## config.mk

```make
export PLATFORM = sky130hd
export DESIGN_NAME = velocity_ramp_speed_status
export DESIGN_NICKNAME = d
export VERILOG_FILES = /design/src/velramp_pkg.sv /design/src/velocity_ramp_speed_status.sv
export SDC_FILE = /design/constraint.sdc
export NUM_CORES = 2
export LEC_CHECK = 0
export BUFFER_PORTS_ARGS = -buffer_cell sky130_fd_sc_hd__buf_4
export CAP_MARGIN = 20
export CORE_MARGIN = 4
export CORE_UTILIZATION = 50
export DETAILED_ROUTE_END_ITERATION = 6
export HOLD_SLACK_MARGIN = 0.15
export PLACE_DENSITY = 0.69
export SLEW_MARGIN = 20
export SYNTH_ARGS = -nofsm -noshare
export SYNTH_HDL_FRONTEND = slang
export SYNTH_SLANG_ARGS = --single-unit
```

## constraint.sdc

```tcl
create_clock -name CLK -period 22.4 [get_ports CLK]
set_input_delay 3.36 -clock CLK [delete_from_list [all_inputs] [get_ports CLK]]
set_output_delay 3.36 -clock CLK [all_outputs]
set_load 0.02 [all_outputs]
```

## src/velramp_pkg.sv

```systemverilog
// Purpose: shared constants and types for the velocity ramp and speed status block
// Assumes: 100 MHz CLK, speeds in signed r/min, times in ms
// Notes: register map sits in the low byte of the AHB-Lite address
`default_nettype none
package velramp_pkg;
   // timing
   localparam int CLK_PERIOD_NS = 10;
   localparam int MS_NS = 1000000;
   localparam int CYC_PER_MS_DEF = MS_NS / CLK_PERIOD_NS;
   // register byte offsets
   localparam logic [7:0] A_CTRL = 8'h00;
   localparam logic [7:0] A_REACH = 8'h04;
   localparam logic [7:0] A_MATCH = 8'h08;
   localparam logic [7:0] A_ACCEL = 8'h0C;
   localparam logic [7:0] A_DECEL = 8'h10;
   localparam logic [7:0] A_SCURVE = 8'h14;
   localparam logic [7:0] A_STATUS = 8'h18;
   localparam logic [7:0] A_VREF = 8'h1C;
   // field positions
   localparam int CTRL_TORQUE_BIT = 0;
   localparam int CTRL_RAWCMP_BIT = 1;
   localparam int STAT_REACH_BIT = 0;
   localparam int STAT_MATCH_BIT = 1;
   localparam int STAT_LIMIT_BIT = 2;
   // reset values
   localparam logic [1:0] RST_CTRL = 2'h0;
   localparam logic [15:0] RST_REACH = 16'h0032;
   localparam logic [15:0] RST_MATCH = 16'h0032;
   localparam logic [15:0] RST_ACCEL = 16'h0000;
   localparam logic [15:0] RST_DECEL = 16'h0000;
   localparam logic [15:0] RST_SCURVE = 16'h0000;
   // speed figures
   localparam logic [16:0] HYST_RPM = 17'h0000A;
   localparam logic [31:0] RAMP_REF_RPM = 32'h000003E8;
   localparam logic [17:0] LIM_SPAN_MAX = 18'h04E20;
   localparam logic [17:0] LIM_NUM = 18'h00006;
   localparam logic [17:0] LIM_DEN = 18'h00005;
   // smoothing filter
   localparam int SC_TAPS = 16;
   localparam int SC_SHIFT = 4;
   // bus
   localparam logic [1:0] HTRANS_NONSEQ = 2'h2;
   typedef enum logic [1:0] {R_HOLD = 2'h0, R_ACC = 2'h1, R_DEC = 2'h3} ramp_st_t;
   typedef struct packed {
      logic signed [15:0] vel;
      logic signed [15:0] torque;
      logic [15:0] lim;
   } cmd_t;
   typedef struct packed {
      logic [15:0] os1;
      logic [15:0] os2;
      logic [15:0] mmax;
   } lim_cfg_t;
endpackage
`default_nettype wire

```

## src/velocity_ramp_speed_status.sv

```systemverilog
// Purpose: velocity command ramp with S-curve, speed reached / match flags, speed limit
// Assumes: command and feedback inputs come from logic on CLK, no synchroniser needed
// Notes: registers over AHB-Lite, zero wait states, word access only
`timescale 1ns/1ps
`default_nettype none
module velocity_ramp_speed_status
   import velramp_pkg::*;
#(
   parameter int CYC_PER_MS = CYC_PER_MS_DEF
) (
   input wire logic CLK, // control clock
   input wire logic RESET, // sync reset, high
   input wire logic CE, // clock enable, freezes state
   input wire logic HSEL, // slave select
   input wire logic [31:0] HADDR, // address
   input wire logic [1:0] HTRANS, // transfer type
   input wire logic HWRITE, // write
   input wire logic [2:0] HSIZE, // size, word only
   input wire logic [31:0] HWDATA, // write data
   input wire logic HREADY, // bus ready
   output logic [31:0] HRDATA, // read data
   output logic HREADYOUT, // slave ready
   output logic HRESP, // always okay
   input wire velramp_pkg::cmd_t CMD, // host commands
   input wire velramp_pkg::lim_cfg_t LIM_CFG, // overspeed levels, motor max
   input wire logic signed [15:0] MOTOR_SPEED, // measured speed r/min
   output logic signed [15:0] VEL_REF, // ramped, smoothed velocity
   output logic signed [15:0] TORQUE_REF, // torque after limiting
   output logic SPEED_REACHED, // speed_reached_flag
   output logic SPEED_MATCH, // speed_match_flag
   output logic SPD_LIMITING // speed limit active
);
   import velramp_pkg::*;

   function automatic logic [16:0] abs17(input logic signed [16:0] v);
      abs17 = v[16] ? 17'(-v) : 17'(v);
   endfunction

   // register file state
   logic [1:0] ctrl_r, ctrl_nxt;
   logic [15:0] reach_r, reach_nxt, match_r, match_nxt;
   logic [15:0] accel_r, accel_nxt, decel_r, decel_nxt, scurve_r, scurve_nxt;
   logic wr_pend_r, wr_pend_nxt;
   logic [7:0] wr_addr_r, wr_addr_nxt;
   logic [31:0] rdata_r, rdata_nxt;
   logic ready_r;
   logic accept;
   // ramp state
   ramp_st_t ramp_st_r, ramp_st_nxt;
   logic signed [15:0] ramp_r, ramp_nxt;
   logic [31:0] acc_r, acc_nxt;
   logic [31:0] acc_sum, thr;
   logic [15:0] t_ms;
   logic accel_dir;
   // smoothing state
   logic signed [15:0] sc_mem_r [SC_TAPS];
   logic signed [15:0] sc_mem_nxt [SC_TAPS];
   logic [3:0] sc_idx_r, sc_idx_nxt;
   logic [31:0] sc_cnt_r, sc_cnt_nxt, sc_thr;
   logic signed [19:0] sc_sum_r, sc_sum_nxt;
   logic signed [15:0] vref_r, vref_nxt;
   // flag state
   logic reached_r, reached_nxt, match_f_r, match_f_nxt, limit_r, limit_nxt;
   logic signed [15:0] torque_r, torque_nxt;
   logic [16:0] spd_abs, diff_abs;
   logic signed [15:0] cmp_vel;
   logic [17:0] lim_mx, lim_eff;
   logic push;

   assign accept = HSEL && HTRANS[1] && HREADY;

   // bus slave: address phase captured, write lands in data phase
   always_comb begin
      ctrl_nxt = ctrl_r;
      reach_nxt = reach_r;
      match_nxt = match_r;
      accel_nxt = accel_r;
      decel_nxt = decel_r;
      scurve_nxt = scurve_r;
      wr_pend_nxt = accept && HWRITE;
      wr_addr_nxt = HADDR[7:0];
      rdata_nxt = 32'h00000000;
      if (wr_pend_r) begin
         unique case (wr_addr_r)
            A_CTRL: ctrl_nxt = HWDATA[1:0];
            A_REACH: reach_nxt = HWDATA[15:0];
            A_MATCH: match_nxt = HWDATA[15:0];
            A_ACCEL: accel_nxt = HWDATA[15:0];
            A_DECEL: decel_nxt = HWDATA[15:0];
            A_SCURVE: scurve_nxt = HWDATA[15:0];
            default: ;
         endcase
      end
      // read from next values so a read right after a write sees it
      if (accept && !HWRITE) begin
         unique case (HADDR[7:0])
            A_CTRL: rdata_nxt = {30'h00000000, ctrl_nxt};
            A_REACH: rdata_nxt = {16'h0000, reach_nxt};
            A_MATCH: rdata_nxt = {16'h0000, match_nxt};
            A_ACCEL: rdata_nxt = {16'h0000, accel_nxt};
            A_DECEL: rdata_nxt = {16'h0000, decel_nxt};
            A_SCURVE: rdata_nxt = {16'h0000, scurve_nxt};
            A_STATUS: rdata_nxt = {29'h00000000, limit_r, match_f_r, reached_r};
            A_VREF: rdata_nxt = {{16{vref_r[15]}}, vref_r};
            default: rdata_nxt = 32'h00000000;
         endcase
      end
   end

   always_ff @(posedge CLK) begin
      if (RESET) begin
         ctrl_r <= RST_CTRL;
         reach_r <= RST_REACH;
         match_r <= RST_MATCH;
         accel_r <= RST_ACCEL;
         decel_r <= RST_DECEL;
         scurve_r <= RST_SCURVE;
         wr_pend_r <= 1'b0;
         wr_addr_r <= 8'h00;
         rdata_r <= 32'h00000000;
         ready_r <= 1'b1;
      end else if (CE) begin
         ctrl_r <= ctrl_nxt;
         reach_r <= reach_nxt;
         match_r <= match_nxt;
         accel_r <= accel_nxt;
         decel_r <= decel_nxt;
         scurve_r <= scurve_nxt;
         wr_pend_r <= wr_pend_nxt;
         wr_addr_r <= wr_addr_nxt;
         rdata_r <= rdata_nxt;
         ready_r <= 1'b1;
      end
   end

   // linear ramp: one r/min step each time the accumulator passes thr
   always_comb begin
      accel_dir = (ramp_r >= 0 && CMD.vel > ramp_r) || (ramp_r <= 0 && CMD.vel < ramp_r);
      t_ms = accel_dir ? accel_r : decel_r;
      thr = 32'(t_ms) * 32'(CYC_PER_MS);
      acc_sum = acc_r + RAMP_REF_RPM;
      ramp_nxt = ramp_r;
      acc_nxt = acc_r;
      ramp_st_nxt = R_HOLD;
      if (CMD.vel == ramp_r) begin
         acc_nxt = 32'h00000000;
      end else if (t_ms == 16'h0000) begin
         ramp_nxt = CMD.vel;
         acc_nxt = 32'h00000000;
      end else begin
         ramp_st_nxt = accel_dir ? R_ACC : R_DEC;
         if (acc_sum >= thr) begin
            // 1000 steps of thr/1000 cycles each span exactly t_ms per 1000 r/min
            acc_nxt = acc_sum - thr;
            ramp_nxt = (CMD.vel > ramp_r) ? 16'(ramp_r + 16'sh0001) : 16'(ramp_r - 16'sh0001);
         end else begin
            acc_nxt = acc_sum;
         end
      end
   end

   always_ff @(posedge CLK) begin
      if (RESET) begin
         ramp_st_r <= R_HOLD;
         ramp_r <= 16'sh0000;
         acc_r <= 32'h00000000;
      end else if (CE) begin
         ramp_st_r <= ramp_st_nxt;
         ramp_r <= ramp_nxt;
         acc_r <= acc_nxt;
      end
   end

   // s-curve: 16-tap boxcar over scurve_time; a boxcar of a linear ramp
   // rounds each corner symmetrically about it, at the cost of scurve/2 lag
   always_comb begin
      sc_thr = (32'(scurve_r) * 32'(CYC_PER_MS)) >> SC_SHIFT;
      if (sc_thr == 32'h00000000) begin
         sc_thr = 32'h00000001;
      end
      sc_mem_nxt = sc_mem_r;
      sc_idx_nxt = sc_idx_r;
      sc_cnt_nxt = sc_cnt_r;
      sc_sum_nxt = sc_sum_r;
      if (scurve_r == 16'h0000) begin
         // keep taps primed so switching smoothing on gives no jump
         for (int i = 0; i < SC_TAPS; i++) begin
            sc_mem_nxt[i] = ramp_r;
         end
         sc_sum_nxt = 20'(ramp_r) <<< SC_SHIFT;
         sc_cnt_nxt = 32'h00000000;
         vref_nxt = ramp_r;
      end else begin
         if (sc_cnt_r + 32'h00000001 >= sc_thr) begin
            sc_cnt_nxt = 32'h00000000;
            sc_sum_nxt = sc_sum_r + 20'(ramp_r) - 20'(sc_mem_r[sc_idx_r]);
            sc_mem_nxt[sc_idx_r] = ramp_r;
            sc_idx_nxt = sc_idx_r + 4'h1;
         end else begin
            sc_cnt_nxt = sc_cnt_r + 32'h00000001;
         end
         vref_nxt = 16'(sc_sum_r >>> SC_SHIFT);
      end
   end

   always_ff @(posedge CLK) begin
      if (RESET) begin
         for (int i = 0; i < SC_TAPS; i++) begin
            sc_mem_r[i] <= 16'sh0000;
         end
         sc_idx_r <= 4'h0;
         sc_cnt_r <= 32'h00000000;
         sc_sum_r <= 20'sh00000;
         vref_r <= 16'sh0000;
      end else if (CE) begin
         sc_mem_r <= sc_mem_nxt;
         sc_idx_r <= sc_idx_nxt;
         sc_cnt_r <= sc_cnt_nxt;
         sc_sum_r <= sc_sum_nxt;
         vref_r <= vref_nxt;
      end
   end

   // status flags and speed limit
   always_comb begin
      spd_abs = abs17(17'(MOTOR_SPEED));
      cmp_vel = ctrl_r[CTRL_RAWCMP_BIT] ? CMD.vel : vref_r;
      diff_abs = abs17(17'(17'(cmp_vel) - 17'(MOTOR_SPEED)));
      reached_nxt = reached_r;
      if (spd_abs > 17'(reach_r)) begin
         reached_nxt = 1'b1;
      end else if (spd_abs + HYST_RPM < 17'(reach_r)) begin
         reached_nxt = 1'b0;
      end
      match_f_nxt = match_f_r;
      if (diff_abs + HYST_RPM <= 17'(match_r)) begin
         match_f_nxt = 1'b1;
      end else if (diff_abs >= 17'(match_r) + HYST_RPM) begin
         match_f_nxt = 1'b0;
      end
      // smallest of host limit, span, both overspeed levels, 1.2x max
      // widened product: 6x a 16-bit maximum overflows 18 bits before the divide
      lim_mx = 18'((20'(LIM_CFG.mmax) * 20'(LIM_NUM)) / 20'(LIM_DEN));
      lim_eff = {2'h0, CMD.lim};
      if (lim_eff > LIM_SPAN_MAX) lim_eff = LIM_SPAN_MAX;
      if (lim_eff > {2'h0, LIM_CFG.os1}) lim_eff = {2'h0, LIM_CFG.os1};
      if (lim_eff > {2'h0, LIM_CFG.os2}) lim_eff = {2'h0, LIM_CFG.os2};
      if (lim_eff > lim_mx) lim_eff = lim_mx;
      push = (CMD.torque > 0 && MOTOR_SPEED > 0) || (CMD.torque < 0 && MOTOR_SPEED < 0);
      limit_nxt = ctrl_r[CTRL_TORQUE_BIT] && ({1'b0, spd_abs} >= lim_eff);
      // withholding accelerating torque at the limit; small overshoot possible
      if (!ctrl_r[CTRL_TORQUE_BIT]) begin
         torque_nxt = 16'sh0000;
      end else if (limit_nxt && push) begin
         torque_nxt = 16'sh0000;
      end else begin
         torque_nxt = CMD.torque;
      end
   end

   always_ff @(posedge CLK) begin
      if (RESET) begin
         reached_r <= 1'b0;
         match_f_r <= 1'b0;
         limit_r <= 1'b0;
         torque_r <= 16'sh0000;
      end else if (CE) begin
         reached_r <= reached_nxt;
         match_f_r <= match_f_nxt;
         limit_r <= limit_nxt;
         torque_r <= torque_nxt;
      end
   end

   assign HRDATA = rdata_r;
   assign HREADYOUT = ready_r;
   assign HRESP = 1'b0;
   assign VEL_REF = vref_r;
   assign TORQUE_REF = torque_r;
   assign SPEED_REACHED = reached_r;
   assign SPEED_MATCH = match_f_r;
   assign SPD_LIMITING = limit_r;
endmodule
`default_nettype wire

```

Yosys cells after proc, flatten, opt, wreduce, memory -nomap -nowiden

Cells that the tools add are included.

$add $sub $neg: 14
Multiply operators: 3
Divide/modulo/power cells: 1
$lt $le $gt $ge: 21
Equal/unequal tests: 13
Muxes and demuxes: 48
Bitwise operators: 3
Reduce and logical (&&, ||, !) cells: 28

Operators with widths:

| kind                     | count |
|---|---|
| $mux W256                | 2 |
| $mux W16                 | 22 |
| $bwmux W256              | 1 |
| $pmux W32 S8             | 1 |
| $mux W32                 | 6 |
| $bmux W16 S4             | 1 |
| $demux W16 S4            | 1 |
| $ge A32 B32 Y1           | 2 |
| $mul A16 B12 Y27 const B | 2 |
| $mux W18                 | 3 |
| $eq A8 B5 Y1 const B     | 6 |
| $mux W20                 | 2 |
| $gt A18 B16 Y1           | 2 |
| $add A17 B4 Y17 const B  | 2 |
| $mux W17                 | 2 |
| $add A32 B1 Y32 const B  | 1 |
| $add A32 B10 Y32 const B | 1 |
| $eq A8 B4 Y1 const B     | 4 |
| $gt A16 B1 Y1 const B    | 2 |
| $logic_not A16 Y1        | 2 |
| $logic_not A32 Y1        | 1 |
| $lt A16 B1 Y1 const B    | 2 |
| $sub A32 B32 Y32         | 1 |
| $mux W28                 | 1 |
| 37 further kinds         | 61 |

Register bits: 518
Input port bits: 187
Output and inout port bits: 69
Logic and storage cells: 166

Depth between registers and ports, before layout

Word-level depth: 13
Depth in mapped cells: 95
Mapped depth without buffers: 85

Worst setup path after synthesis

No wires, ideal clock.

Kind: input port to flip-flop
Start: input port LIM_CFG[0] (netlist bit)
End: register torque_r[10], in the netlist TORQUE_REF[10]
Library setup time: 0.065 ns
Data arrival time: 21.130 ns
Data required time: 22.335 ns
Setup slack: 1.205 ns
Stages on the path: 84
Path buffers: 5
Path through: ha_1 > fa_1 > a21oi_1 > o21a_1 > mux2i_1 > nor4_1 > xor2_1 > nor4b_1 > a22oi_1 > o22ai_1 > nand3_1 > a32o_1 > nor3_1 > or4b_4 > a32oi_4 > or3_1 > a211o_1 > a21o_2 > [48 not listed] > a21o_1 > a21o_1 > a21oi_1 > nor2b_1 > o21ai_0 > nand2b_1 > a21oi_1 > nor2b_1 > o21ai_0 > nand2b_1 > a21oi_1 > o31ai_1 > a21oi_1 > nor2b_1 > a21oi_1 > clkbuf_1 > a22oi_1 > nor2_1

Word-level cells in the longest chain between the ends: 9

Ends and longest elaborated chain:

| item                    | RTL line                          | RTL |
|---|---|---|
| start, declared         | velocity_ramp_speed_status.sv:25  | `input wire velramp_pkg::lim_cfg_t LIM_CFG,` |
| $mul A16 B2 Y18 (*)     | velocity_ramp_speed_status.sv:243 | `lim_mx = 18'((20'(LIM_CFG.mmax) * 20'(LIM_NUM)) / 20'(LIM_DEN));` |
| $div A19 B3 Y20 (*)     | velocity_ramp_speed_status.sv:243 |  |
| $gt A18 B18 Y1          | velocity_ramp_speed_status.sv:248 | `if (lim_eff > lim_mx) lim_eff = lim_mx;` |
| $mux W18 (*)            | velocity_ramp_speed_status.sv:248 |  |
| $ge A17 B18 Y1 (*)      | velocity_ramp_speed_status.sv:250 | `limit_nxt = ctrl_r[CTRL_TORQUE_BIT] && ({1'b0, spd_abs} >= lim_eff);` |
| $logic_and A1 B1 Y1 (*) | velocity_ramp_speed_status.sv:250 |  |
| $logic_and A1 B1 Y1 (*) | velocity_ramp_speed_status.sv:254 | `end else if (limit_nxt && push) begin` |
| $mux W16 (*)            | velocity_ramp_speed_status.sv:254 |  |
| $mux W16 (*)            | velocity_ramp_speed_status.sv:252 | `if (!ctrl_r[CTRL_TORQUE_BIT]) begin` |
| end signal, assigned    | velocity_ramp_speed_status.sv:271 | `torque_r <= torque_nxt;` |
| end, declared           | velocity_ramp_speed_status.sv:64  | `logic signed [15:0] torque_r, torque_nxt;` |

Mark *: on every way between the ends. The rest lies on a longest branch, timed or not.
A chain may end at the register's enable or synchronous reset.

Final worst setup path

Start: input port LIM_CFG[1] (netlist bit)
End: register torque_r[1], in the netlist TORQUE_REF[1]

Same word-level chain as after synthesis.

==> flow_summary.ini <==
[status]
status = finished clean

[sta]
setup_viol = 0
fmax_mhz = 46.7
slew_viol_final = 0
timing.hold.ws_ns = 0.453
finalSetupTns_ns = 0
setup_ws_ns = 0.999
finalCritPeriodShare_pct = 95.5
relSlewSlack_pct = 26.1
fin_crit_ns = 21.40
worst_slew_pin_slew_ns = 1.11
final.setup_skew_ns = 0.0369
hold_viol_final = 0

[worst_setup_path]
path_class = input pin to flop
worstPathArrival_ns = 21.95
required_ns = 22.95
worstSetupEndpointType = flop
crit_path_top_delay_cell = or4b_2
r2r-end = sc_mem_r[51]$_SDFFE_PP0P_
slowest_delay_ns = 0.62
ff2ff_setup_slack_ns = 10.40
crit_path_start_kind = input pin
reg2reg_from = scurve_r[2]$_SDFFE_PP0P_
path_common_cell = buf_4
critPathMaxFanout = 16
rr_worst_depth = 64

[power]
swShare_pct = 48.8
p_sw_mw = 3.68
clkPwrFrac_pct = 12.5
seq_power_share_pct = 12.5
irDropWorstVdd_v = 0.000295
power_leakage_nw = 22.9
power_frac_comb_pct = 75.1
finalPower_mw = 7.56
internal_power_mw = 3.87
pwr_density_cell_nw_per_um2 = 143

[clock_tree]
numCtsBuffers = 53
h-tree-depth = 2
path_clk_slew_ns = 0.06
numClockSinks = 500
clockBufferDepth = 3
cts_tree = yes
cts_hold_buf = 0
clk-insertion-delay-late_ns = 0.65
clockRootBuffer = clkbuf_16

[logic_synthesis]
yosysTopAreaCellShare_pct = 21.4
ys.flop_type = dfxtp_1
syn_inst = 5965
async_flop_share_pct = 0
yosys.area.top_type = dfxtp_1
synth-edff-count = 0
yosysSeqAreaShare_pct = 21.4
synthTopCellsByArea = dfxtp_1 21%, ha_1 13%, a21oi_1 7.5%, nand2_1 5.6%, nor2_1 5.3%
syn_area_sq_um = 46800
syn_avg_cell_area_sq_um = 7.85
ys_ff_latch = 500
synth_warnings = 0
ys_types = 139

[grt]
grt_pass1_vias = 40985
grt_overflow = 0
grt_max_degree = 206
grt.total_usage_pct = 27.5
antenna_found_initial = 8
grt_pass1_wl_mm = 221

[floorplanning]
core_sq_um = 92200
die_h_um = 314
ios = 256
rows = 111
fp.dieArea_sq_um = 98600
initial_core_util_pct = 50.7
die_x_um = 314

[cells_and_area]
layout_common_cells = 692 x nand2_1, 688 x a21oi_1, 660 x nor2_1
final_cells = 7421
syn_to_final_growth_pct = 12.8
fillers = 8522
fin_area_sq_um = 52800
final_common_cell = nand2_1
fin_util_pct = 57.3
drive_above_1_share_pct = 13.9
nets = 6921

[detailed_routing]
drc = 0
routedWlPerCell_um = 19.0
wl_mm = 141
drt-pass1-iter-count = 7
first_iter_violations = 3897
ant_nets = 0
avgViaCountPerCell = 5.87
vias = 43532

[worst_hold_path]
hp-start = sc_mem_r[223]$_SDFFE_PP0P_
hold_depth = 2
hold_path_class = flop to flop
hold_path_end = sc_mem_r[223]$_SDFFE_PP0P_

[placement]
dpl-instance-area_sq_um = 50200
pre_cts_ws_ns = -0.333
routabilityCongestion = 0.957
hpwl_mm = 108
port_buffers = 209
dp.cells = 7288

[flow_run]
drv_cap = 0
==> power by group through the flow <==
stage,Combinational [mW],Sequential [mW],Clock (mW)
global route,6.17,0.945,0.994
detailed placement,5.13,0.961,0
finish,5.67,0.943,0.942
CTS,5.16,0.941,0.957
floorplan,3.59,0.950,0
global placement,5.08,0.960,0
==> cell usage after synthesis, types with 83 or more instances <==
cell type,number
nand2_1,693
xor2_1,92
a21oi_1,699
o21ai_0,147
fa_1,111
dfxtp_1,500
nor2_1,666
ha_1,495
nand3_1,93
a21o_1,83
xnor2_1,223
clkbuf_1,252
inv_1,458
mux2i_1,132
==> area by class of cell <==
type	count	area, sq um	area share (%)
multi-input cells	4664	34300	64.9
well taps	1243	1560	2.95
flip-flops and latches	500	10000	19.0
clock inverters	27	397	0.751
clock buffers	72	1480	2.80
diodes	6	15.0	0.0284
inverters	480	1810	3.42
repair buffers	429	3260	6.17
==> worst max-delay path: cells and delay by family <==
kind                       cells  cell delay (ns)
AOI/OAI and AO/OA             41             8.18
muxes                          2             0.48
xor gates and xnor gates       1             0.12
and+or+nand+nor               26             5.80
buffers and inverters         16             2.38
adders and majority gates      6             1.63
==> kinds of logic (layout without fill, tap and decap cells) <==
family	count (synthesis)	count (layout)	share of synthesized area, %
mux	263	263	7.91
compound gates	1488	1490	20.5
buf+inv	806	1008	6.69
simple gates	1977	1977	19.3
flops	500	500	21.4
xor+xnor	322	322	6.18
other cells	2	11	0.0160
fa+ha+maj	607	607	18.0
==> flip-flops by register name, indices dropped and copies added (netlist names), 8 cells and up <==
name / flops
decel_r: 16
wr_addr_r: 8
acc_r: 29
ramp_r: 16
reach_r: 16
sc_mem_r: 256
VEL_REF: 16
accel_r: 16
sc_cnt_r: 32
TORQUE_REF: 16
scurve_r: 16
match_r: 16
sc_sum_r: 20
HRDATA: 17
==> layer usage <==
| metal | up-vias | track usage (%) | wire [um] |
|---|---|---|---|
| met5 | - | 0 | 10 |
| met4 | 2 | 8.33 | 4270 |
| met3 | 269 | 4.01 | 11200 |
| met2 | 1601 | 44.2 | 63000 |
| met1 | 20454 | 38.2 | 62400 |
| li1 | 21206 | - | - |
==> timing repair <==
action                                  CTS  global route
endpoints found under the setup margin    0            17
buffers inserted                          0            26
gates resized for setup                   0            90
==> worst max-delay path by stage <==
stage	startpoint	endpoint	slack, ns	depth (start not counted)
floorplan	LIM_CFG[0]	TORQUE_REF[10]$_SDFFE_PP0P_	1.20	84
global placement	LIM_CFG[1]	TORQUE_REF[14]$_SDFFE_PP0P_	-0.21	88
detailed placement	LIM_CFG[1]	TORQUE_REF[0]$_SDFFE_PP0P_	-0.33	89
CTS	LIM_CFG[1]	TORQUE_REF[8]$_SDFFE_PP0P_	0.29	89
global route	LIM_CFG[1]	TORQUE_REF[8]$_SDFFE_PP0P_	-0.009	90
finish	LIM_CFG[1]	TORQUE_REF[1]$_SDFFE_PP0P_	1.0	92
Note: power is estimated with default switching activity, not from simulation.
